`config.mk`:
```
export PLATFORM = sky130hd
export DESIGN_NAME = sdrc_ctrl
export DESIGN_NICKNAME = d
export VERILOG_FILES = /design/src/sdrc_pkg.sv /design/src/sdrc_ctrl.sv
export SDC_FILE = /design/constraint.sdc
export NUM_CORES = 1
export LEC_CHECK = 0
export ABC_AREA = 1
export ABC_CLOCK_PERIOD_IN_PS = 5500
export BUFFER_PORTS_ARGS = -buffer_cell sky130_fd_sc_hd__clkbuf_2
export CAP_MARGIN = 5
export CORE_ASPECT_RATIO = 0.75
export CORE_MARGIN = 2
export CORE_UTILIZATION = 40
export CTS_BUF_LIST = sky130_fd_sc_hd__clkbuf_8 sky130_fd_sc_hd__clkbuf_16
export CTS_CLUSTER_DIAMETER = 100
export DETAILED_ROUTE_END_ITERATION = 10
export PLACE_DENSITY_LB_ADDON = 0.12
export SYNTH_ARGS = -nofsm -noshare
export SYNTH_HDL_FRONTEND = slang
export SYNTH_SLANG_ARGS = --single-unit
```
`constraint.sdc`:
```
create_clock -name clk -period 5.5 [get_ports clk]
set_input_delay 0.55 -clock clk [delete_from_list [all_inputs] [get_ports clk]]
set_output_delay 0.55 -clock clk [all_outputs]
set_load 0.05 [all_outputs]
```
`src/sdrc_pkg.sv`:
```
// sdrc_pkg: register map, timing constants and types of the sdram refresh/command controller
// ****************************************************************
// Behaviour
// - periodic auto refresh at selected interval
// - enable bit gates periodic refresh
// - cpu stalled during auto refresh
// - periodic refresh only in normal or light idle
// - command codes: none, init, mrs, sr in/out
// - init: precharge all, 8 refreshes, mode set
// - field self-clears, except during self refresh
// - sdram pins deselected while controller disabled, once the sequencer is idle
// - row and column address multiplexing
// - full page burst: mrs before, precharge after
// - fixed access length, no wait states used
// - no auto refresh while in self refresh
// - exit by code 110 or halt release
// - one refresh at once after exit
// - auto-exit enable bit, reset one
// - reset returns registers, refresh stopped
// - init stalls cpu, field clears when done
// ****************************************************************
`default_nettype none
package sdrc_pkg;
  // ****************************************************************
  // register map
  // ****************************************************************
  localparam logic [11:0] OFF_RFCTL = 12'h252; // refresh control
  localparam logic [11:0] OFF_CMD = 12'h253; // command field
  localparam logic [4:0] RST_RFCTL = 5'h10; // auto exit on, refresh off
  localparam logic [2:0] RST_CMD = 3'h0;
  // command codes
  localparam logic [2:0] CODE_NONE = 3'h0;
  localparam logic [2:0] CODE_INIT = 3'h1;
  localparam logic [2:0] CODE_MRS = 3'h4;
  localparam logic [2:0] CODE_SRIN = 3'h5;
  localparam logic [2:0] CODE_SROUT = 3'h6;
  // refresh interval in system clock states, indexed by the select field
  localparam logic [8:0] REF_INTERVAL [8] = '{9'h02F, 9'h04E, 9'h061, 9'h07C,
                                              9'h09C, 9'h0C3, 9'h0F9, 9'h138};
  // burst length select that means full page
  localparam logic [1:0] BL_FULL_PAGE = 2'h1;
  // ****************************************************************
  // timing
  // ****************************************************************
  localparam int CLK_NS = 8;
  localparam int T_RP_NS = 20; // precharge
  localparam int T_RC_NS = 66; // refresh cycle
  localparam int T_RCD_NS = 20; // activate to column
  localparam int T_XSR_NS = 75; // self refresh exit
  localparam int T_RP_CYC = (T_RP_NS + CLK_NS - 1) / CLK_NS;
  localparam int T_RC_CYC = (T_RC_NS + CLK_NS - 1) / CLK_NS;
  localparam int T_RCD_CYC = (T_RCD_NS + CLK_NS - 1) / CLK_NS;
  localparam int T_XSR_CYC = (T_XSR_NS + CLK_NS - 1) / CLK_NS;
  localparam int T_MRD_CYC = 2;
  localparam int CAS_LAT = 2;
  localparam int ACC_SINGLE_CYC = CAS_LAT + 1;
  localparam int ACC_BURST_CYC = 8;
  localparam logic [3:0] W_RP = 4'(T_RP_CYC - 1);
  localparam logic [3:0] W_RC = 4'(T_RC_CYC - 1);
  localparam logic [3:0] W_RCD = 4'(T_RCD_CYC - 1);
  localparam logic [3:0] W_XSR = 4'(T_XSR_CYC - 1);
  localparam logic [3:0] W_MRD = 4'(T_MRD_CYC - 1);
  localparam logic [3:0] W_SINGLE = 4'(ACC_SINGLE_CYC - 1);
  localparam logic [3:0] W_BURST = 4'(ACC_BURST_CYC - 1);
  localparam logic [2:0] INIT_AREF_LAST = 3'h7; // eight refreshes
  localparam logic [3:0] INIT_AREF_COUNT = 4'h8;
  // mode register word: cas latency 2, sequential
  localparam logic [15:0] MRS_BASE = 16'h0020;
  localparam logic [2:0] MRS_BL_FULL = 3'h7;
  localparam logic [2:0] MRS_BL_ONE = 3'h0;
  localparam logic [15:0] PRE_ALL_ADDR = 16'h0400;
  // ****************************************************************
  // types
  // ****************************************************************
  typedef struct packed {
    logic cs_n;
    logic ras_n;
    logic cas_n;
    logic we_n;
  } sdrc_cmd_t;
  localparam sdrc_cmd_t CMD_DESEL = 4'hF;
  localparam sdrc_cmd_t CMD_NOP = 4'h7;
  localparam sdrc_cmd_t CMD_ACT = 4'h3;
  localparam sdrc_cmd_t CMD_RD = 4'h5;
  localparam sdrc_cmd_t CMD_WR = 4'h4;
  localparam sdrc_cmd_t CMD_PRE = 4'h2;
  localparam sdrc_cmd_t CMD_AREF = 4'h1;
  localparam sdrc_cmd_t CMD_MRS = 4'h0;
  typedef struct packed {
    logic aex; // auto exit on halt release
    logic [2:0] interval;
    logic ar_en; // periodic refresh enable
  } sdrc_rfctl_t;
  typedef enum logic [7:0] {
    ST_IDLE = 8'h01,
    ST_PRE = 8'h02,
    ST_AREF = 8'h04,
    ST_MRS = 8'h08,
    ST_ACT = 8'h10,
    ST_ACC = 8'h20,
    ST_SREF = 8'h40,
    ST_SXIT = 8'h80
  } sdrc_state_t;
endpackage
`default_nettype wire

```
`src/sdrc_ctrl.sv`:
```
// sdrc_ctrl: sdram refresh, command sequencing and cpu access controller
//
// Decided for this implementation: the plain strobed port.
`default_nettype none
module sdrc_ctrl (
  // clock and reset
  input wire logic clk,
  input wire logic rst_n,
  // register port
  input wire logic [11:0] reg_addr,
  input wire logic [7:0] reg_wdata,
  input wire logic reg_wr,
  input wire logic reg_rd,
  output logic [7:0] reg_rdata,
  // configuration from the access-control registers
  input wire logic controller_enable,
  input wire logic [1:0] burst_length_sel,
  input wire logic [1:0] addr_type,
  input wire logic bus_is_32,
  // cpu power state
  input wire logic deep_idle_mode,
  input wire logic stop_mode,
  input wire logic halt_release,
  // cpu access to the chip-select-3 area
  input wire logic cpu_req,
  input wire logic [26:0] cpu_addr,
  input wire logic cpu_wr,
  input wire logic [1:0] cpu_byte_en,
  output logic cpu_ack,
  output logic cpu_stall,
  // sdram pins
  output var sdrc_pkg::sdrc_cmd_t mem_cmd,
  output logic [15:0] mem_addr,
  output logic low_byte_mask,
  output logic high_byte_mask,
  output logic mem_clock_out,
  output logic mem_clock_enable
);
  // ****************************************************************
  // declarations
  // ****************************************************************
  sdrc_pkg::sdrc_state_t state_r, state_nxt; // sequencer state
  logic [3:0] wait_r, wait_nxt; // cycles left in current command
  logic init_r, init_nxt; // inside the initialize sequence
  logic burst_r, burst_nxt; // current access is full page
  logic [2:0] aref_left_r, aref_left_nxt; // init refreshes still to go
  logic [2:0] cmd_r; // command field
  logic cmd_clr; // sequencer finished a command
  sdrc_pkg::sdrc_rfctl_t ctrl_r; // refresh control register
  logic [8:0] timer_r; // refresh interval down counter
  logic ref_pend_r; // refresh owed to the sdram
  logic ref_take; // sequencer starts the owed refresh
  logic [26:0] acc_addr_r; // latched cpu address
  logic acc_wr_r;
  logic [1:0] acc_be_r;
  logic acc_load;
  logic ack_r;
  sdrc_pkg::sdrc_cmd_t cmd_nxt;
  logic [15:0] addr_nxt;
  logic cke_nxt;
  logic [1:0] mask_nxt;
  logic ack_nxt;
  logic [3:0] init_aref_seen_r; // helper count for checking
  // ****************************************************************
  // decode
  // ****************************************************************
  wire wait_done = (wait_r == 4'h0);
  wire wr_rfc = reg_wr && (reg_addr == sdrc_pkg::OFF_RFCTL);
  wire wr_cmd = reg_wr && (reg_addr == sdrc_pkg::OFF_CMD);
  wire rd_rfc = reg_rd && (reg_addr == sdrc_pkg::OFF_RFCTL);
  wire rd_cmd = reg_rd && (reg_addr == sdrc_pkg::OFF_CMD);
  wire in_sref = (state_r == sdrc_pkg::ST_SREF);
  wire sw_exit = wr_cmd && (reg_wdata[2:0] == sdrc_pkg::CODE_SROUT);
  // halt release only ends self refresh when the auto-exit bit allows it
  wire auto_exit = halt_release && ctrl_r.aex;
  wire sref_exit = in_sref && (sw_exit || auto_exit);
  // periodic refresh needs the enable bit, a running cpu and no self refresh
  wire ref_allowed = ctrl_r.ar_en && controller_enable && !deep_idle_mode
                     && !stop_mode && !in_sref;
  wire timer_zero = (timer_r == 9'h000);
  wire [8:0] ref_reload = sdrc_pkg::REF_INTERVAL[ctrl_r.interval] - 9'h001;
  wire full_page = (burst_length_sel == sdrc_pkg::BL_FULL_PAGE);
  // address mux source: the live cpu address while the access is taken
  wire [26:0] acc_src = (state_r == sdrc_pkg::ST_IDLE) ? cpu_addr : acc_addr_r;
  wire [4:0] row_shift = 5'h09 + {3'h0, addr_type};
  wire [26:0] row_wide = acc_src >> row_shift;
  wire [26:0] col_wide = bus_is_32 ? (acc_src >> 2) : (acc_src >> 1);
  // pin A10 carries auto precharge; a full page burst precharges explicitly
  wire [15:0] col_addr = {5'h00, !burst_r, col_wide[9:0]};
  wire [15:0] mrs_addr = sdrc_pkg::MRS_BASE
                         | {13'h0000, full_page ? sdrc_pkg::MRS_BL_FULL : sdrc_pkg::MRS_BL_ONE};
  // refresh and initialization hold the cpu off the bus
  assign cpu_stall = init_r || (state_r == sdrc_pkg::ST_AREF);
  assign cpu_ack = ack_r;
  // ****************************************************************
  // sequencer
  // ****************************************************************
  // one command per state entry or per init refresh, then wait out its fixed length
  always_comb begin
    state_nxt = state_r;
    wait_nxt = wait_done ? 4'h0 : wait_r - 4'h1;
    init_nxt = init_r;
    burst_nxt = burst_r;
    aref_left_nxt = aref_left_r;
    cmd_nxt = sdrc_pkg::CMD_DESEL;
    addr_nxt = mem_addr;
    cke_nxt = mem_clock_enable;
    mask_nxt = {high_byte_mask, low_byte_mask};
    ack_nxt = 1'b0;
    cmd_clr = 1'b0;
    ref_take = 1'b0;
    acc_load = 1'b0;
    case (state_r)
      sdrc_pkg::ST_IDLE: begin
        // pins stay deselected while the controller is disabled
        if (controller_enable && !ack_r) begin
          if (cmd_r == sdrc_pkg::CODE_INIT) begin
            state_nxt = sdrc_pkg::ST_PRE;
            wait_nxt = sdrc_pkg::W_RP;
            cmd_nxt = sdrc_pkg::CMD_PRE;
            addr_nxt = sdrc_pkg::PRE_ALL_ADDR;
            init_nxt = 1'b1;
          end else if (cmd_r == sdrc_pkg::CODE_MRS) begin
            state_nxt = sdrc_pkg::ST_MRS;
            wait_nxt = sdrc_pkg::W_MRD;
            cmd_nxt = sdrc_pkg::CMD_MRS;
            addr_nxt = mrs_addr;
          end else if (cmd_r == sdrc_pkg::CODE_SRIN) begin
            state_nxt = sdrc_pkg::ST_SREF;
            cmd_nxt = sdrc_pkg::CMD_AREF;
            cke_nxt = 1'b0;
          end else if (cmd_r != sdrc_pkg::CODE_NONE) begin
            // reserved or stray exit code: nothing to do, drop it
            cmd_clr = 1'b1;
          end else if (ref_pend_r) begin
            state_nxt = sdrc_pkg::ST_AREF;
            wait_nxt = sdrc_pkg::W_RC;
            cmd_nxt = sdrc_pkg::CMD_AREF;
            ref_take = 1'b1;
          end else if (cpu_req) begin
            acc_load = 1'b1;
            burst_nxt = full_page;
            if (full_page) begin
              state_nxt = sdrc_pkg::ST_MRS;
              wait_nxt = sdrc_pkg::W_MRD;
              cmd_nxt = sdrc_pkg::CMD_MRS;
              addr_nxt = mrs_addr;
            end else begin
              state_nxt = sdrc_pkg::ST_ACT;
              wait_nxt = sdrc_pkg::W_RCD;
              cmd_nxt = sdrc_pkg::CMD_ACT;
              addr_nxt = row_wide[15:0];
            end
          end
        end
      end
      sdrc_pkg::ST_PRE: begin
        cmd_nxt = sdrc_pkg::CMD_NOP;
        if (wait_done) begin
          if (init_r) begin
            state_nxt = sdrc_pkg::ST_AREF;
            wait_nxt = sdrc_pkg::W_RC;
            cmd_nxt = sdrc_pkg::CMD_AREF;
            aref_left_nxt = sdrc_pkg::INIT_AREF_LAST;
          end else begin
            // precharge closing a full page burst ends the access
            state_nxt = sdrc_pkg::ST_IDLE;
            burst_nxt = 1'b0;
            ack_nxt = 1'b1;
            cmd_nxt = sdrc_pkg::CMD_DESEL;
          end
        end
      end
      sdrc_pkg::ST_AREF: begin
        cmd_nxt = sdrc_pkg::CMD_NOP;
        if (wait_done) begin
          if (init_r && (aref_left_r != 3'h0)) begin
            wait_nxt = sdrc_pkg::W_RC;
            cmd_nxt = sdrc_pkg::CMD_AREF;
            aref_left_nxt = aref_left_r - 3'h1;
          end else if (init_r) begin
            state_nxt = sdrc_pkg::ST_MRS;
            wait_nxt = sdrc_pkg::W_MRD;
            cmd_nxt = sdrc_pkg::CMD_MRS;
            addr_nxt = mrs_addr;
          end else begin
            state_nxt = sdrc_pkg::ST_IDLE;
            cmd_nxt = sdrc_pkg::CMD_DESEL;
          end
        end
      end
      sdrc_pkg::ST_MRS: begin
        cmd_nxt = sdrc_pkg::CMD_NOP;
        if (wait_done) begin
          if (burst_r) begin
            state_nxt = sdrc_pkg::ST_ACT;
            wait_nxt = sdrc_pkg::W_RCD;
            cmd_nxt = sdrc_pkg::CMD_ACT;
            addr_nxt = row_wide[15:0];
          end else begin
            // end of mode set or of the whole initialize sequence
            state_nxt = sdrc_pkg::ST_IDLE;
            cmd_nxt = sdrc_pkg::CMD_DESEL;
            init_nxt = 1'b0;
            cmd_clr = 1'b1;
          end
        end
      end
      sdrc_pkg::ST_ACT: begin
        cmd_nxt = sdrc_pkg::CMD_NOP;
        if (wait_done) begin
          // access length is fixed here, no bus wait states enter it
          state_nxt = sdrc_pkg::ST_ACC;
          wait_nxt = burst_r ? sdrc_pkg::W_BURST : sdrc_pkg::W_SINGLE;
          cmd_nxt = acc_wr_r ? sdrc_pkg::CMD_WR : sdrc_pkg::CMD_RD;
          addr_nxt = col_addr;
          mask_nxt = acc_wr_r ? ~acc_be_r : 2'h0;
        end
      end
      sdrc_pkg::ST_ACC: begin
        cmd_nxt = sdrc_pkg::CMD_NOP;
        if (wait_done) begin
          mask_nxt = 2'h3;
          if (burst_r) begin
            state_nxt = sdrc_pkg::ST_PRE;
            wait_nxt = sdrc_pkg::W_RP;
            cmd_nxt = sdrc_pkg::CMD_PRE;
            addr_nxt = sdrc_pkg::PRE_ALL_ADDR;
          end else begin
            state_nxt = sdrc_pkg::ST_IDLE;
            cmd_nxt = sdrc_pkg::CMD_DESEL;
            ack_nxt = 1'b1;
          end
        end
      end
      sdrc_pkg::ST_SREF: begin
        // the sdram refreshes itself: issue nothing until an exit
        if (sref_exit) begin
          state_nxt = sdrc_pkg::ST_SXIT;
          wait_nxt = sdrc_pkg::W_XSR;
          cmd_nxt = sdrc_pkg::CMD_NOP;
          cke_nxt = 1'b1;
          cmd_clr = 1'b1;
        end
      end
      sdrc_pkg::ST_SXIT: begin
        cmd_nxt = sdrc_pkg::CMD_NOP;
        if (wait_done) begin
          state_nxt = sdrc_pkg::ST_IDLE;
          cmd_nxt = sdrc_pkg::CMD_DESEL;
        end
      end
      default: begin
        state_nxt = sdrc_pkg::ST_IDLE;
      end
    endcase
  end
  // state and sdram pin flops
  always_ff @(posedge clk or negedge rst_n) begin
    if (!rst_n) begin
      state_r <= sdrc_pkg::ST_IDLE;
      wait_r <= 4'h0;
      init_r <= 1'b0;
      burst_r <= 1'b0;
      aref_left_r <= 3'h0;
      mem_cmd <= sdrc_pkg::CMD_DESEL;
      mem_addr <= 16'h0000;
      mem_clock_enable <= 1'b1;
      {high_byte_mask, low_byte_mask} <= 2'h3;
      ack_r <= 1'b0;
      mem_clock_out <= 1'b0;
    end else begin
      state_r <= state_nxt;
      wait_r <= wait_nxt;
      init_r <= init_nxt;
      burst_r <= burst_nxt;
      aref_left_r <= aref_left_nxt;
      mem_cmd <= cmd_nxt;
      mem_addr <= addr_nxt;
      mem_clock_enable <= cke_nxt;
      {high_byte_mask, low_byte_mask} <= mask_nxt;
      ack_r <= ack_nxt;
      mem_clock_out <= controller_enable;
    end
  end
  // latch the cpu request when it is taken
  always_ff @(posedge clk or negedge rst_n) begin
    if (!rst_n) begin
      acc_addr_r <= 27'h0000000;
      acc_wr_r <= 1'b0;
      acc_be_r <= 2'h0;
    end else if (acc_load) begin
      acc_addr_r <= cpu_addr;
      acc_wr_r <= cpu_wr;
      acc_be_r <= cpu_byte_en;
    end
  end
  // ****************************************************************
  // refresh timer
  // ****************************************************************
  // reloads while refresh is not allowed, so it restarts a full interval
  always_ff @(posedge clk or negedge rst_n) begin
    if (!rst_n) begin
      timer_r <= 9'h000;
    end else if (!ref_allowed || timer_zero) begin
      timer_r <= ref_reload;
    end else begin
      timer_r <= timer_r - 9'h001;
    end
  end
  // owed refresh: a new request wins over a clear in the same cycle
  always_ff @(posedge clk or negedge rst_n) begin
    if (!rst_n) begin
      ref_pend_r <= 1'b0;
    end else if (sref_exit || (ref_allowed && timer_zero)) begin
      ref_pend_r <= 1'b1;
    end else if (ref_take || deep_idle_mode || stop_mode || !controller_enable || in_sref) begin
      ref_pend_r <= 1'b0;
    end
  end
  // ****************************************************************
  // registers
  // ****************************************************************
  // software write wins over the self-clear; no command field write is stored in the cycle that exits self refresh
  always_ff @(posedge clk or negedge rst_n) begin
    if (!rst_n) begin
      ctrl_r <= sdrc_pkg::RST_RFCTL;
      cmd_r <= sdrc_pkg::RST_CMD;
    end else begin
      if (wr_rfc) begin
        ctrl_r <= reg_wdata[4:0];
      end
      if (wr_cmd && !sref_exit) begin
        cmd_r <= reg_wdata[2:0];
      end else if (cmd_clr) begin
        cmd_r <= sdrc_pkg::CODE_NONE;
      end
    end
  end
  // read data stands only in the cycle after the read strobe
  always_ff @(posedge clk or negedge rst_n) begin
    if (!rst_n) begin
      reg_rdata <= 8'h00;
    end else begin
      reg_rdata <= rd_rfc ? {3'h0, ctrl_r} : (rd_cmd ? {5'h00, cmd_r} : 8'h00);
    end
  end
  // ****************************************************************
  // checks
  // ****************************************************************
  // counts refresh commands seen during initialization
  always_ff @(posedge clk or negedge rst_n) begin
    if (!rst_n) begin
      init_aref_seen_r <= 4'h0;
    end else if (!init_r) begin
      init_aref_seen_r <= 4'h0;
    end else if (mem_cmd == sdrc_pkg::CMD_AREF) begin
      init_aref_seen_r <= init_aref_seen_r + 4'h1;
    end
  end
  a_refresh_tick: assert property (@(posedge clk) disable iff (!rst_n)
    (ref_allowed && timer_zero) |=> ref_pend_r)
    else $error("interval expiry did not raise a refresh");
  a_refresh_off: assert property (@(posedge clk) disable iff (!rst_n)
    (!ctrl_r.ar_en && !sref_exit && !ref_pend_r) |=> !ref_pend_r)
    else $error("refresh raised while disabled");
  a_refresh_stall: assert property (@(posedge clk) disable iff (!rst_n)
    (mem_cmd == sdrc_pkg::CMD_AREF && mem_clock_enable) |-> cpu_stall && !cpu_ack)
    else $error("cpu not stalled during refresh");
  a_deep_idle_gate: assert property (@(posedge clk) disable iff (!rst_n)
    ((deep_idle_mode || stop_mode) && !sref_exit) |=> !ref_pend_r)
    else $error("refresh owed in deep idle or stop");
  a_init_order: assert property (@(posedge clk) disable iff (!rst_n)
    (state_r == sdrc_pkg::ST_PRE && init_r && wait_done)
    |=> (state_r == sdrc_pkg::ST_AREF) && (mem_cmd == sdrc_pkg::CMD_AREF))
    else $error("init precharge not followed by refresh");
  a_init_count: assert property (@(posedge clk) disable iff (!rst_n)
    (mem_cmd == sdrc_pkg::CMD_MRS && init_r) |-> init_aref_seen_r == sdrc_pkg::INIT_AREF_COUNT)
    else $error("init mode set without eight refreshes");
  a_cmd_selfclear: assert property (@(posedge clk) disable iff (!rst_n)
    (state_r == sdrc_pkg::ST_MRS && wait_done && !burst_r && !wr_cmd)
    |=> (cmd_r == sdrc_pkg::CODE_NONE) && !cpu_stall)
    else $error("command field not cleared after mode set");
  a_sref_holds: assert property (@(posedge clk) disable iff (!rst_n)
    (in_sref && !wr_cmd && !sref_exit) |=> cmd_r == sdrc_pkg::CODE_SRIN)
    else $error("self refresh code not held");
  a_sref_quiet: assert property (@(posedge clk) disable iff (!rst_n)
    (in_sref && !sref_exit) |=> in_sref && (mem_cmd == sdrc_pkg::CMD_DESEL))
    else $error("command issued during self refresh");
  a_exit_refresh: assert property (@(posedge clk) disable iff (!rst_n)
    (sref_exit && controller_enable) |=> ref_pend_r ##[1:16] (mem_cmd == sdrc_pkg::CMD_AREF))
    else $error("no refresh right after self refresh exit");
  a_auto_exit_off: assert property (@(posedge clk) disable iff (!rst_n)
    (in_sref && !ctrl_r.aex && !sw_exit) |=> in_sref)
    else $error("self refresh left with auto exit disabled");
  a_cke_sref: assert property (@(posedge clk) disable iff (!rst_n)
    $rose(in_sref) |-> !mem_clock_enable ##1 (!mem_clock_enable || !in_sref))
    else $error("clock enable high in self refresh");
  a_pins_disabled: assert property (@(posedge clk) disable iff (!rst_n)
    (!controller_enable && state_r == sdrc_pkg::ST_IDLE) [*2] |-> mem_cmd == sdrc_pkg::CMD_DESEL)
    else $error("sdram pins active while controller disabled");
endmodule
`default_nettype wire

```
Word level (Yosys, flattened, before mapping) --
Memories as Yosys holds them, arrays and structs flattened. Index checks and enable logic that the tools add are counted.
Storage, ports and cells: flip-flop bits (word level) 95, ROM bits 72, input bits 64, output and inout port bits 34, word-level logic and storage cells 280, memories 1
Memory list:
- (name not given) | words 8, bits a word 9, rd ports 1, clocked after Yosys merged registers in 0, write ports 0, line sdrc_ctrl.sv:81 | wire [8:0] ref_reload = sdrc_pkg::REF_INTERVAL[ctrl_r.interval] - 9'h001;
Cells by class: add/sub/neg operators 5, $lt $le $gt $ge 1, equality and inequality tests 45, shift-type cells 1, muxes and demuxes 149, bitwise operators 2, reductions and logical operators 51
Operator list (count):
- 2-to-1 mux 16 bit | 16
- 2-to-1 mux 4 bit | 36
- 2-to-1 mux 8 bit | 15
- case mux 16 bit (5 select lines) | 1
- case mux 8 bit (8 select lines) | 1
- 2-to-1 mux 1 bit | 46
- != test 2 bit (second input constant) | 19
- case mux 4 bit (8 select lines) | 1
- 2-to-1 mux 3 bit | 10
- 2-to-1 mux 27 bit | 1
- 2-to-1 mux 9 bit | 3
- right shift 27 x 5 -> 16 bit | 1
- == test 12 x 10 -> 1 bit (second input constant) | 2
- case mux 4 bit (6 select lines) | 1
- subtractor 9 x 1 -> 9 bit (second input constant) | 2
- logical AND 1 bit | 15
- 2-to-1 mux 5 bit | 3
- 2-to-1 mux 2 bit | 7
- AND reduction 14 bit | 1
- nonzero test 2 bit | 7
- AND reduction 11 bit | 1
- 2-to-1 mux 10 bit | 1
- != test 2 x 1 -> 1 bit (second input constant) | 5
- AND reduction 10 bit | 1
- other kinds (35) | 58

Longest topological paths before layout --
Gate-level depths: netlist of the first run.
depth in word-level cells 13, mapped depth 15, gate-level depth less buffers 14

Worst setup path before layout of the first run --
No wires, ideal clock.
path kind input to register, from input deep_idle_mode, to register timer_r[8], library setup time 0.117 ns, data arrival time 2.079 ns, data required time 5.383 ns, setup slack 3.304 ns, stages on the path 14, path buffers 1, cells stage by stage nor2_1 -> nand3_1 -> nor2_4 -> nand2_8 -> buf_6 -> nand3b_1 -> o21ai_0 -> inv_1 -> ha_1 -> nand2_1 -> nor2_1 -> nand2_1 -> nand2_1 -> nand2_1
On the way: longest elaborated chain between the ends 7
Ends and longest elaborated chain:
- start, declared | line sdrc_ctrl.sv:21 | input wire logic deep_idle_mode,
- logical NOT 1 bit | line sdrc_ctrl.sv:78 | wire ref_allowed = ctrl_r.ar_en && controller_enable && !deep_idle_mode
- logical AND 1 bit | line sdrc_ctrl.sv:78
- logical AND 1 bit (2 in a row) | line sdrc_ctrl.sv:79 | && !stop_mode && !in_sref;
- logical NOT 1 bit | line sdrc_ctrl.sv:305 | end else if (!ref_allowed || timer_zero) begin
- logical OR 1 bit | line sdrc_ctrl.sv:305
- 2-to-1 mux 9 bit | line sdrc_ctrl.sv:305
- end signal, assigned | line sdrc_ctrl.sv:306 | timer_r <= ref_reload;
- end signal, assigned | line sdrc_ctrl.sv:308 | timer_r <= timer_r - 9'h001;
- end, declared | line sdrc_ctrl.sv:50 | logic [8:0] timer_r;
No other way between the ends. A chain may end at the register's enable or synchronous reset.

Final worst setup path of the first run --
from register state_r[0], to register acc_addr_r[2]
On the way: longest elaborated chain between the ends 2
Ends and longest elaborated chain:
- start, declared | line sdrc_ctrl.sv:42 | sdrc_pkg::sdrc_state_t state_r, state_nxt;
- start signal, assigned | line sdrc_ctrl.sv:261 | state_r <= sdrc_pkg::ST_IDLE;
- start signal, assigned | line sdrc_ctrl.sv:273 | state_r <= state_nxt;
- == test 8 x 1 -> 1 bit | line sdrc_ctrl.sv:113 | case (state_r)
- 2-to-1 mux 1 bit | line sdrc_ctrl.sv:113
- end signal, assigned | line sdrc_ctrl.sv:293 | acc_addr_r <= cpu_addr;
- end, declared | line sdrc_ctrl.sv:53 | logic [26:0] acc_addr_r;
No other way between the ends.

==> summary.txt, run 1 <==
STA
  – Hold Violations, Final: 0
  – Setup ws final: 2.51 ns
  – Normalized max-slew margin: 35.2%
  – Final Cycle Share: 54.4%
  – Max Clk Rate: 0.334 GHz
  – Setup TNS Final: 0 ns
  – Slew Limit Fails: 0
  – Slew at the pin closest to its max-slew limit: 0.972 ns
  – Post-layout min period: 2.99 ns
  – RSZ-0062 raised after global routing: false
  – Clock skew: 0.0141 ns
  – Setup Viol. Count Final: 0

Synth
  – Post-synthesis sequential area ratio: 36.9%
  – Share of the synthesized area in the top cell type: 33.2%
  – Number of flops mapped to enable cells by yosys: 0
  – Adder-cell share of the synthesized area: 1.95%
  – Main synth FF type: dfrtp_1
  – List of most frequent post-synthesis cells: nand2_1, inv_1, nand3_1
  – Number of distinct library cells after synthesis: 55
  – Register bit total from synthesis: 94
  – Cell taking the most area after synthesis: dfrtp_1
  – Post-Synth XOR/XNOR Area: 0.684%
  – Syn. warnings: 0
  – Dominant cells by area after synthesis: dfrtp_1, nand2_1, nand3_1
  – Fraction of registers with async set/reset: 100%
  – Mean Syn Cell Area: 7.14 um^2
  – Post-synthesis mux area share: 1.56%
  – Mapped Area: 6400 um^2
  – Post-synthesis compound-gate area fraction: 11.2%
  – Largest family of logic cells by synthesized area: simple AND/OR/NAND/NOR gates
  – Post-synthesis cell count: 896
  – Simple-gate portion of the synthesized area: 37.6%
  – Count leader, synth: nand2_1

Placement
  – Placer's final routability congestion estimate: 0.938
  – Place WS: 2.49 ns
  – I/O Buffers: 90
  – Hpwl dp: 13,200 um
  – Number of placed cells counting well taps: 1,168

Clock tree
  – Root buffer cell: clkbuf_16
  – Post-CTS setup buffers: 0
  – Worst-path clk slew: 0.07 ns
  – CTS hold repair buffers: 0
  – Clock Sinks: 94
  – Inserted Clock Buffers: 9
  – Worst-Skew Late Latency: 0.36 ns
  – CTS tree: built
  – Htree depth: 3
  – Clk buf depth: 2
  – # resized after CTS: 0

Drt
  – Top Layer Used: met4
  – Routed wl met3: 1210 um
  – Initial detailed-routing violation count: 482
  – Vias per cell: 5.06
  – DRT Wirelength: 17,600 um
  – WL met1: 8980 um
  – Wirelength per Cell: 14.8 um
  – DR pass1 iterations: 5
  – Post-DRT Antenna Nets: 0
  – DRC: 0
  – Wire length on met2: 7180 um
  – Via count: 5,995

Setup path
  – Startpoint Class: flop
  – Crit Reg-Reg Startpoint: state_r[0]$_DFFE_PN1P_
  – CP cell instances: nand2_1 > nor2_2 > nand2_4 > nor2_2 > nand3_2 > mux2_2
  – CP peak stage delay: 0.76 ns
  – Kind of critical path: flop to flop
  – Crit path buf inv count: 0
  – Critical Path RT: 5.74 ns
  – Worst-path cell with the longest stage delay: nand3_2
  – Crit. End Element: flop
  – Critical-path maximum fanout: 52
  – Worst Setup SP: state_r[0]$_DFFE_PN1P_
  – Worst Path Arrival: 3.23 ns
  – Most frequent CP cell: nor2_2
  – Cell family with most CP delay: simple AND/OR/NAND/NOR gates

Floorplan
  – Starting Density: 40.5%
  – Top-level port count: 98
  – Rows: 40
  – Core ar.: 15,800 um^2
  – Die span in x: 150 um
  – Die Y: 114 um
  – Full die area: 17,000 um^2

Global route
  – Global-route wire length before repair: 29,200 um
  – Number of global-route vias before repair: 5,599
  – Grt ovf: 0
  – Initial antenna violation count: 0
  – All-Layer GR Usage: 21.9%
  – Largest net degree at the start of global routing: 61

Power and ir drop
  – Power per cell area: 565 nW/um^2
  – Maximum VDD drop: 186 uV
  – Lkg Pwr: 3.81 nW

Layout
  – Diodes inserted: 0
  – Post-route insts no fill: 1,184
  – Layout cells sized above 1: 18.2%
  – Nets@finish: 1,043
  – Post-layout util: 45.7%
  – Layout area overhead: 12.9%

Job
  – Max-Cap Viols: 0

Hold path
  – Worst hold path class: input port to asynchronous set/reset pin

Outcome
  – Outcome: finished clean
==> layout by cell type (no fill, tap or decap), drive strengths merged, types with 2 or more instances in the layout <==
cell,Yosys,final
conb,1,3
a31oi,4,4
dfstp,9,9
nand3,113,113
o22ai,8,8
nand2,242,242
or2,10,10
nor3,11,11
clkinv,0,2
mux2,8,8
xor2,3,3
o21a,2,2
o2111ai,2,2
a21oi,16,16
clkinvlp,0,2
o211ai,19,19
dfrtp,85,85
nand4,18,18
xnor2,2,2
nor2,104,104
clkbuf,10,98
buf,21,2
o21ai,65,65
nor4,2,2
nand3b,2,2
inv,120,123
ha,10,10
==> state kept, by name, indices dropped and copies added (netlist names), 2 cells and up <==
| signal | flops |
|---|---|
| timer_r | 9 |
| mem_addr | 16 |
| acc_be_r | 2 |
| ctrl_r | 5 |
| acc_addr_r | 26 |
| wait_r | 4 |
| cmd_r | 3 |
| reg_rdata | 5 |
| mem_cmd | 4 |
| aref_left_r | 3 |
| state_r | 8 |
==> area by class of cell <==
class	count	area, um^2
clock buffers	9	225
clock inverters	7	50.0
fillers	1728	8590
inverters	120	460
multi-input cells	653	3410
flip-flops and latches	94	2360
well taps	210	263
repair buffers	91	460
==> per-stage QoR <==
step	power (mW)	cell area (um^2)	hold WS, ns
after floorplan	2.98	6410	0.254
after global routing	4.45	7230	0.175
after CTS	4.09	7230	0.151
after global placement	3.47	6950	0.460
final	4.09	7230	0.144
after detailed placement	3.48	6950	0.463
==> routing by layer <==
metal / track usage [%] / up-vias
met2: 30.5 / 185
li1: - / 3069
met4: 5.53 / 0
met1: 34.6 / 2726
met5: 0 / -
met3: 4.08 / 15
==> report_power, final <==
part | total [mW] | internal, mW | switching [mW]
clock network | 0.600 | 0.308 | 0.292
registers | 1.06 | 0.941 | 0.115
logic | 2.43 | 0.710 | 1.72
total | 4.09 | 1.96 | 2.13
==> worst register-to-register path, stage by stage, from the launching register on <==
cell and delay [ns]:
dfstp_2 0.57, nand2_1 0.07, nor2_2 0.26, nand2_4 0.36
nor2_2 0.27, nand3_2 0.76, mux2_2 0.60
==> worst paths after layout <==
path,to,slack (ns),cells past startpoint
setup / recovery,acc_addr_r[2]$_DFFE_PN0P_,2.51,6
hold / removal,reg_rdata[3]$_DFF_PN0_,0.14,1
setup reg to reg,acc_addr_r[2]$_DFFE_PN0P_,2.51,6
hold reg to reg,mem_clock_enable$_DFFE_PN1P_,0.48,2
max in group asynchronous,state_r[3]$_DFFE_PN0P_,4.18,2
min in group clk,mem_clock_out$_DFF_PN0_,0.36,1
==> cells by family (layout without fill, tap and decap cells) <==
group,Yosys count,in the layout
xor+xnor,5,5
other cells,1,3
mux,9,9
fa+ha+maj,10,10
compound gates,122,122
simple gates,504,504
flops,94,94
buf+inv,151,227
No activity file was read; power rests on OpenSTA's default activity.
==> run 2, diff against run 1 <==
--- a/config.mk
+++ b/config.mk
@@ -6,7 +6,7 @@
 export NUM_CORES = 1
 export LEC_CHECK = 0
 export ABC_AREA = 1
-export ABC_CLOCK_PERIOD_IN_PS = 5500
+export ABC_CLOCK_PERIOD_IN_PS = 2600
 export BUFFER_PORTS_ARGS = -buffer_cell sky130_fd_sc_hd__clkbuf_2
 export CAP_MARGIN = 5
 export CORE_ASPECT_RATIO = 0.75
==> constraint.sdc (replaced) <==
create_clock -name clk -period 2.6 [get_ports clk]
set_input_delay 0.26 -clock clk [delete_from_list [all_inputs] [get_ports clk]]
set_output_delay 0.26 -clock clk [all_outputs]
set_load 0.05 [all_outputs]
==> run 2 against run 1 <==
  * Power up 120%
  * Core utilization up 0.70 points
  * Clock skew down 0.0035 ns
  * Final cell count up 0.76%
  * Maximum frequency up 24%
  * Sequential cell count unchanged
  * Sequential share of layout area down 0.49 points
  * Count of clock-buffer cells in the layout up 1
  * Sequential power up 110%
  * Largest cell class unchanged
  * Largest power group unchanged
==> summary.txt, run 2 (same netlist as run 1, synthesis figures left out) <==
Clock tree
  – CTS hold repair buffers: 1
  – Worst-Skew Late Latency: 0.36 ns
  – # resized after CTS: 0
  – Htree depth: 3
  – Inserted Clock Buffers: 9
  – Root buffer cell: clkbuf_16
  – Post-CTS setup buffers: 0
  – CTS tree: built
  – Worst-path clk slew: 0.07 ns
  – Clock Sinks: 94
  – Clk buf depth: 2

Job
  – Max-Cap Viols: 0

Hold path
  – Hold Crit Endpoint: mem_clock_out$_DFF_PN0_
  – Hold path start: controller_enable
  – Worst hold path class: input port to flop
  – WHS Path Cells: 1

Placement
  – Number of placed cells counting well taps: 1,176
  – Place WS: 0.203 ns
  – Placer's final routability congestion estimate: 0.943
  – Hpwl dp: 14,000 um
  – I/O Buffers: 90

Global route
  – Number of global-route vias before repair: 5,422
  – Initial antenna violation count: 0
  – Grt ovf: 0
  – All-Layer GR Usage: 22.2%
  – Largest net degree at the start of global routing: 53
  – Global-route wire length before repair: 29,400 um

Floorplan
  – Core ar.: 15,800 um^2
  – Die Y: 114 um
  – Starting Density: 40.5%
  – Die span in x: 150 um
  – Full die area: 17,000 um^2
  – Rows: 40
  – Top-level port count: 98

Power and ir drop
  – P_sw: 4.53 mW
  – Maximum VDD drop: 488 uV
  – Internal Power: 4.28 mW
  – Comb pwr share: 59.6%
  – Lkg Pwr: 3.87 nW
  – Total power: 8.81 mW
  – Switching Share: 51.4%
  – Power per cell area: 1200 nW/um^2
  – Power share of the clock group: 14.8%
  – Flop pwr share: 25.6%

Layout
  – Diodes inserted: 0
  – Nets@finish: 1,052
  – Biggest regs: acc_addr_r (26), mem_addr (16), timer_r (9)
  – Fillers: 1,658
  – Most flops, register: acc_addr_r
  – Layout cells sized above 1: 18.9%
  – FF+latch area: 2360 um^2
  – Post-route insts no fill: 1,193
  – Number of flip-flops in the largest register: 26
  – Multi-input logic area: 3410 um^2
  – Most frequent cells in the layout: nand2_1, inv_1, nand3_1
  – Layout area overhead: 14.7%
  – Commonest non-fill, non-tap cell in the layout: nand2_1

Drt
  – Routed wl met3: 1090 um
  – Vias per cell: 5.10
  – Post-DRT Antenna Nets: 0
  – Wirelength per Cell: 15.1 um
  – Via count: 6,081
  – WL met1: 9620 um
  – DRT Wirelength: 18,000 um
  – DRC: 0
  – Initial detailed-routing violation count: 534
  – DR pass1 iterations: 5
  – Wire length on met2: 7070 um
  – Top Layer Used: met4

Setup path
  – Worst-path cell with the longest stage delay: dfrtp_1
  – CP peak stage delay: 0.46 ns
  – Crit. End Element: flop
  – Critical Path RT: 2.85 ns
  – Most frequent CP cell: nand2_1
  – Worst Path Arrival: 2.67 ns
  – Crit Reg-Reg Startpoint: ctrl_r[1]$_DFFE_PN0P_
  – Startpoint Class: flop
  – Reg2Reg Depth: 12
  – Kind of critical path: flop to flop
  – CP cell instances: inv_1 > ha_1 > or2_2 > nand3b_1 > o21ai_0 > inv_1 > ha_1 > nand2_1 > nor2_1 > nand2_1 > nand2_1 > nand2_1
  – RR Endpoint: timer_r[8]$_DFF_PN0_
  – Critical-path maximum fanout: 7
  – R2r setup slk: 0.18 ns

STA
  – Slew at the pin closest to its max-slew limit: 0.690 ns
  – Normalized max-slew margin: 54.0%
  – Max Clk Rate: 0.413 GHz
  – Slew Limit Fails: 0
  – Setup Viol. Count Final: 0
  – Post-layout min period: 2.42 ns
  – Hold slack: 0.0771 ns
  – Clock skew: 0.0106 ns
  – RSZ-0062 raised after global routing: false
  – Final Cycle Share: 93.1%
  – Hold Violations, Final: 0
  – Setup TNS Final: 0 ns
  – Setup ws final: 0.180 ns

Outcome
  – Outcome: finished clean
## run 2: layout make-up
| class | count | area share [%] |
|---|---|---|
| inverters | 120 | 6.27 |
| flip-flops and latches | 94 | 32.2 |
| repair buffers | 100 | 7.57 |
| multi-input cells | 653 | 46.4 |
| well taps | 210 | 3.58 |
| clock inverters | 6 | 0.699 |
| clock buffers | 10 | 3.26 |
## run 2: worst max-delay path by stage
stage	from	to	slack (ns)	depth (start not counted)
floorplan	state_r[0]$_DFFE_PN1P_	timer_r[8]$_DFF_PN0_	0.47	15
global placement	ctrl_r[1]$_DFFE_PN0P_	timer_r[8]$_DFF_PN0_	0.26	12
detailed placement	ctrl_r[1]$_DFFE_PN0P_	timer_r[8]$_DFF_PN0_	0.20	12
CTS	ctrl_r[1]$_DFFE_PN0P_	timer_r[8]$_DFF_PN0_	0.19	12
global route	ctrl_r[1]$_DFFE_PN0P_	timer_r[4]$_DFF_PN0_	0.06	10
finish	ctrl_r[1]$_DFFE_PN0P_	timer_r[8]$_DFF_PN0_	0.18	12
## run 2: metal layers
| layer | vias to the layer above | GRT usage [%] |
|---|---|---|
| li1 | 3092 | - |
| met1 | 2803 | 35.8 |
| met2 | 173 | 30.3 |
| met3 | 13 | 4.20 |
| met4 | 0 | 4.53 |
| met5 | - | 0 |
## run 2: power groups by stage
stage	Clock (mW)	Combinational (mW)	Sequential, mW
after CTS	1.34	5.24	2.25
after floorplan	0	3.54	2.77
final	1.30	5.26	2.26
after detailed placement	0	5.22	2.28
after global routing	1.41	5.86	2.31
after global placement	0	5.20	2.27
## run 2: through the flow
stage / cell area, um^2 / util (%)
final: 7340 / 46.4
after global routing: 7340 / 46.4
after CTS: 7340 / 46.4
after detailed placement: 7040 / 44.5
after global placement: 7040 / 44.5
after floorplan: 6410 / -
## run 2: worst max-delay path, delay by kind of cell (launching register included)
kind / cells / cell delay [ns]
AOI/OAI and AO/OA: 1 / 0.13
DFF: 1 / 0.46
buffers and inverters: 2 / 0.30
adders and majority gates: 2 / 0.54
and+or+nand+nor: 7 / 0.87
==> run 3, diff against run 2 <==
--- a/config.mk
+++ b/config.mk
@@ -5,7 +5,7 @@
 export SDC_FILE = /design/constraint.sdc
 export NUM_CORES = 1
 export LEC_CHECK = 0
-export ABC_AREA = 1
+export ABC_AREA = 0
 export ABC_CLOCK_PERIOD_IN_PS = 2600
 export BUFFER_PORTS_ARGS = -buffer_cell sky130_fd_sc_hd__clkbuf_2
 export CAP_MARGIN = 5
==> run 3 against run 2 <==
  * Sequential power barely moved
  * Via count down 5.9%
  * Power decreased by 6.0%
  * Synthesized cell count is 29% lower
  * Die area up 2.4%
  * Non-clock buffer count is 51 higher
  * Critical path depth down 2
  * Area after synthesis grew 2.5%
  * Clock power about the same
  * Largest cell class unchanged
  * Largest power group unchanged
==> summary.txt, run 3 <==
Synth
  – Mean Syn Cell Area: 10.3 um^2
  – Fraction of registers with async set/reset: 100%
  – Post-synthesis sequential area ratio: 36.0%
  – Register bit total from synthesis: 94
  – List of most frequent post-synthesis cells: dfrtp_1, mux2i_1, nor2_1
  – Mapped Area: 6560 um^2
  – Count leader, synth: dfrtp_1
  – Dominant cells by area after synthesis: dfrtp_1, mux4_2, mux2_2
  – Number of distinct library cells after synthesis: 76
  – Number of flops mapped to enable cells by yosys: 0
  – Share of the synthesized area in the top cell type: 32.4%
  – Cell taking the most area after synthesis: dfrtp_1
  – Main synth FF type: dfrtp_1
  – Post-synthesis cell count: 639
  – Syn. warnings: 0

Setup path
  – CP cell instances: or4_4 > or3_4 > nand3_4 > o211ai_1 > o21ai_1 > ha_2 > o211ai_1 > and3b_1 > xor2_1 > mux2i_1
  – Startpoint Class: flop
  – Kind of critical path: flop to flop
  – CP peak stage delay: 0.54 ns
  – Critical Path RT: 2.83 ns
  – Worst Path Arrival: 2.75 ns
  – RR Endpoint: timer_r[8]$_DFF_PN0_
  – Crit. End Element: flop
  – Critical path endpoint: timer_r[8]$_DFF_PN0_
  – Worst Setup SP: state_r[5]$_DFFE_PN0P_
  – Most frequent CP cell: o211ai_1
  – Critical-path maximum fanout: 4
  – Worst-path cell with the longest stage delay: or4_4
  – R2r setup slk: 0.09 ns
  – Reg2Reg Depth: 10
  – Crit Reg-Reg Startpoint: state_r[5]$_DFFE_PN0P_

Layout
  – Post-layout util: 49.2%
  – Diodes inserted: 0
  – Commonest non-fill, non-tap cell in the layout: clkbuf_2
  – Nets@finish: 828
  – Number of flip-flops in the largest register: 26
  – Most frequent cells in the layout: clkbuf_2, dfrtp_1, buf_4
  – Most flops, register: acc_addr_r
  – Layout area overhead: 20.0%
  – Biggest regs: acc_addr_r (26), mem_addr (16), timer_r (9)
  – FF+latch area: 2360 um^2
  – Design area: 7880 um^2
  – Fillers: 1,490
  – Multi-input logic area: 3960 um^2
  – Layout cells sized above 1: 34.8%

Drt
  – Vias per cell: 5.91
  – DR pass1 iterations: 5
  – Via count: 5,722
  – DRT Wirelength: 19,000 um
  – Initial detailed-routing violation count: 501
  – Wirelength per Cell: 19.6 um
  – Post-DRT Antenna Nets: 0
  – DRC: 0

Global route
  – All-Layer GR Usage: 22.3%
  – Number of global-route vias before repair: 5,559
  – Grt ovf: 0
  – Initial antenna violation count: 0
  – Largest net degree at the start of global routing: 42
  – Global-route wire length before repair: 30,800 um

Clock tree
  – Worst-Skew Late Latency: 0.35 ns
  – Root buffer cell: clkbuf_16
  – Htree depth: 3
  – Inserted Clock Buffers: 9
  – Worst-path clk slew: 0.07 ns
  – CTS tree: built
  – Clk buf depth: 2
  – Clock Sinks: 94

STA
  – Clock skew: 0.0101 ns
  – Hold Violations, Final: 0
  – RSZ-0062 raised after global routing: true
  – Max Clk Rate: 0.398 GHz
  – Normalized max-slew margin: 53.4%
  – Slew at the pin closest to its max-slew limit: 0.693 ns
  – Slew Limit Fails: 0
  – Post-layout min period: 2.51 ns
  – Final Cycle Share: 96.7%
  – Setup Viol. Count Final: 0
  – Setup TNS Final: 0 ns

Placement
  – I/O Buffers: 90
  – Placer's final routability congestion estimate: 0.962
  – Area after DPL: 7540 um^2
  – Hpwl dp: 14,700 um

Job
  – Max-Cap Viols: 0

Floorplan
  – Rows: 40
  – Core ar.: 16,000 um^2
  – Die span in x: 152 um
  – Die Y: 115 um
  – Full die area: 17,500 um^2
  – Starting Density: 41.0%
  – Top-level port count: 98

Power and ir drop
  – Power per cell area: 1050 nW/um^2
  – Maximum VDD drop: 566 uV
  – Total power: 8.29 mW
  – Lkg Pwr: 3.48 nW

Hold path
  – Worst hold path class: input port to flop

Outcome
  – Outcome: finished clean
==> run 3: cell types whose count changed after synthesis, moves of 32 or more <==
cell and delta:
inv_1 -97, nand3_1 -92, o21ai_0 -32, nor2_1 -46, mux2_2 +36, mux2i_1 +46, nand2_1 -181
==> run 3: metrics by stage <==
stage / setup WS, ns / hold slack [ns] / std cells
floorplan: -0.0510 / -0.0356 / 641
global placement: 0.0343 / 0.283 / 950
detailed placement: 0.0102 / 0.294 / 950
CTS: 0.0223 / 0.0562 / 967
global route: -0.0605 / 0.0622 / 969
finish: 0.0862 / 0.0675 / 969
==> run 3: final cells by class <==
class / instances / share of cell area (%)
Clock buffer: 10 / 3.03
Clock inverter: 6 / 0.493
Inverter: 17 / 0.810
Multi-Input combinational cell: 481 / 50.3
Sequential cell: 94 / 30.0
Tap cell: 210 / 3.34
Timing Repair Buffer: 151 / 12.0
==> run 3: what timing repair did <==
action | 4_1_cts | 5_1_grt
endpoints found under the hold margin | 31 | 0
pin swaps | 1 | 2
resized for setup | 1 | 5
buffers inserted | 0 | 2
setup endpoints to repair | 2 | 8
hold buffers | 1 | 0
==> run 3: worst max-delay path: cells and delay by family (launching register included) <==
family	cells	cell delay, ns
xor+xnor	1	0.13
compound gates	3	0.33
simple gates	4	1.25
fa+ha+maj	1	0.23
flops	1	0.38
mux	1	0.08
==> run 3: logic make-up (layout without fill, tap and decap cells) <==
family	count (synthesis)	in the layout	share of synthesized area, %
AND/OR/NAND/NOR	203	203	17.2
other	1	3	0.0572
XOR/XNOR	17	17	2.27
AO/OA/AOI/OAI	133	133	15.3
flip-flops	94	94	36.0
adder cells (fa/ha/maj)	10	10	1.91
buffers and inverters	66	184	4.31
multiplexers	115	115	22.8
==> run 3: report_power, final <==
group	leakage (nW)	switching (mW)	total [mW]	internal, mW
combinational	2.19	2.66	4.72	2.07
clock	0.140	0.600	1.27	0.674
sequential	1.15	0.342	2.29	1.95
total	3.48	3.60	8.29	4.69
==> run 3: worst min-delay path by stage <==
stage / startpoint / to / slack [ns] / depth (start not counted)
2_1_floorplan: rst_n / acc_addr_r[10]$_DFFE_PN0P_ / -0.04 / 0
3_3_place_gp: rst_n / wait_r[2]$_DFF_PN0_ / 0.28 / 1
3_5_place_dp: rst_n / aref_left_r[0]$_DFFE_PN0P_ / 0.29 / 1
4_1_cts: controller_enable / mem_clock_out$_DFF_PN0_ / 0.06 / 1
5_1_grt: controller_enable / mem_clock_out$_DFF_PN0_ / 0.06 / 1
6_report: controller_enable / mem_clock_out$_DFF_PN0_ / 0.07 / 1
==> run 3: metal layers <==
metal | share of wire, % | track usage, % | wire length, um
met1 | 50 | 34.1 | 9510
met2 | 42 | 32.3 | 7950
met3 | 7.2 | 4.71 | 1360
met4 | 1.1 | 5.05 | 207
met5 | 0 | 0 | 0
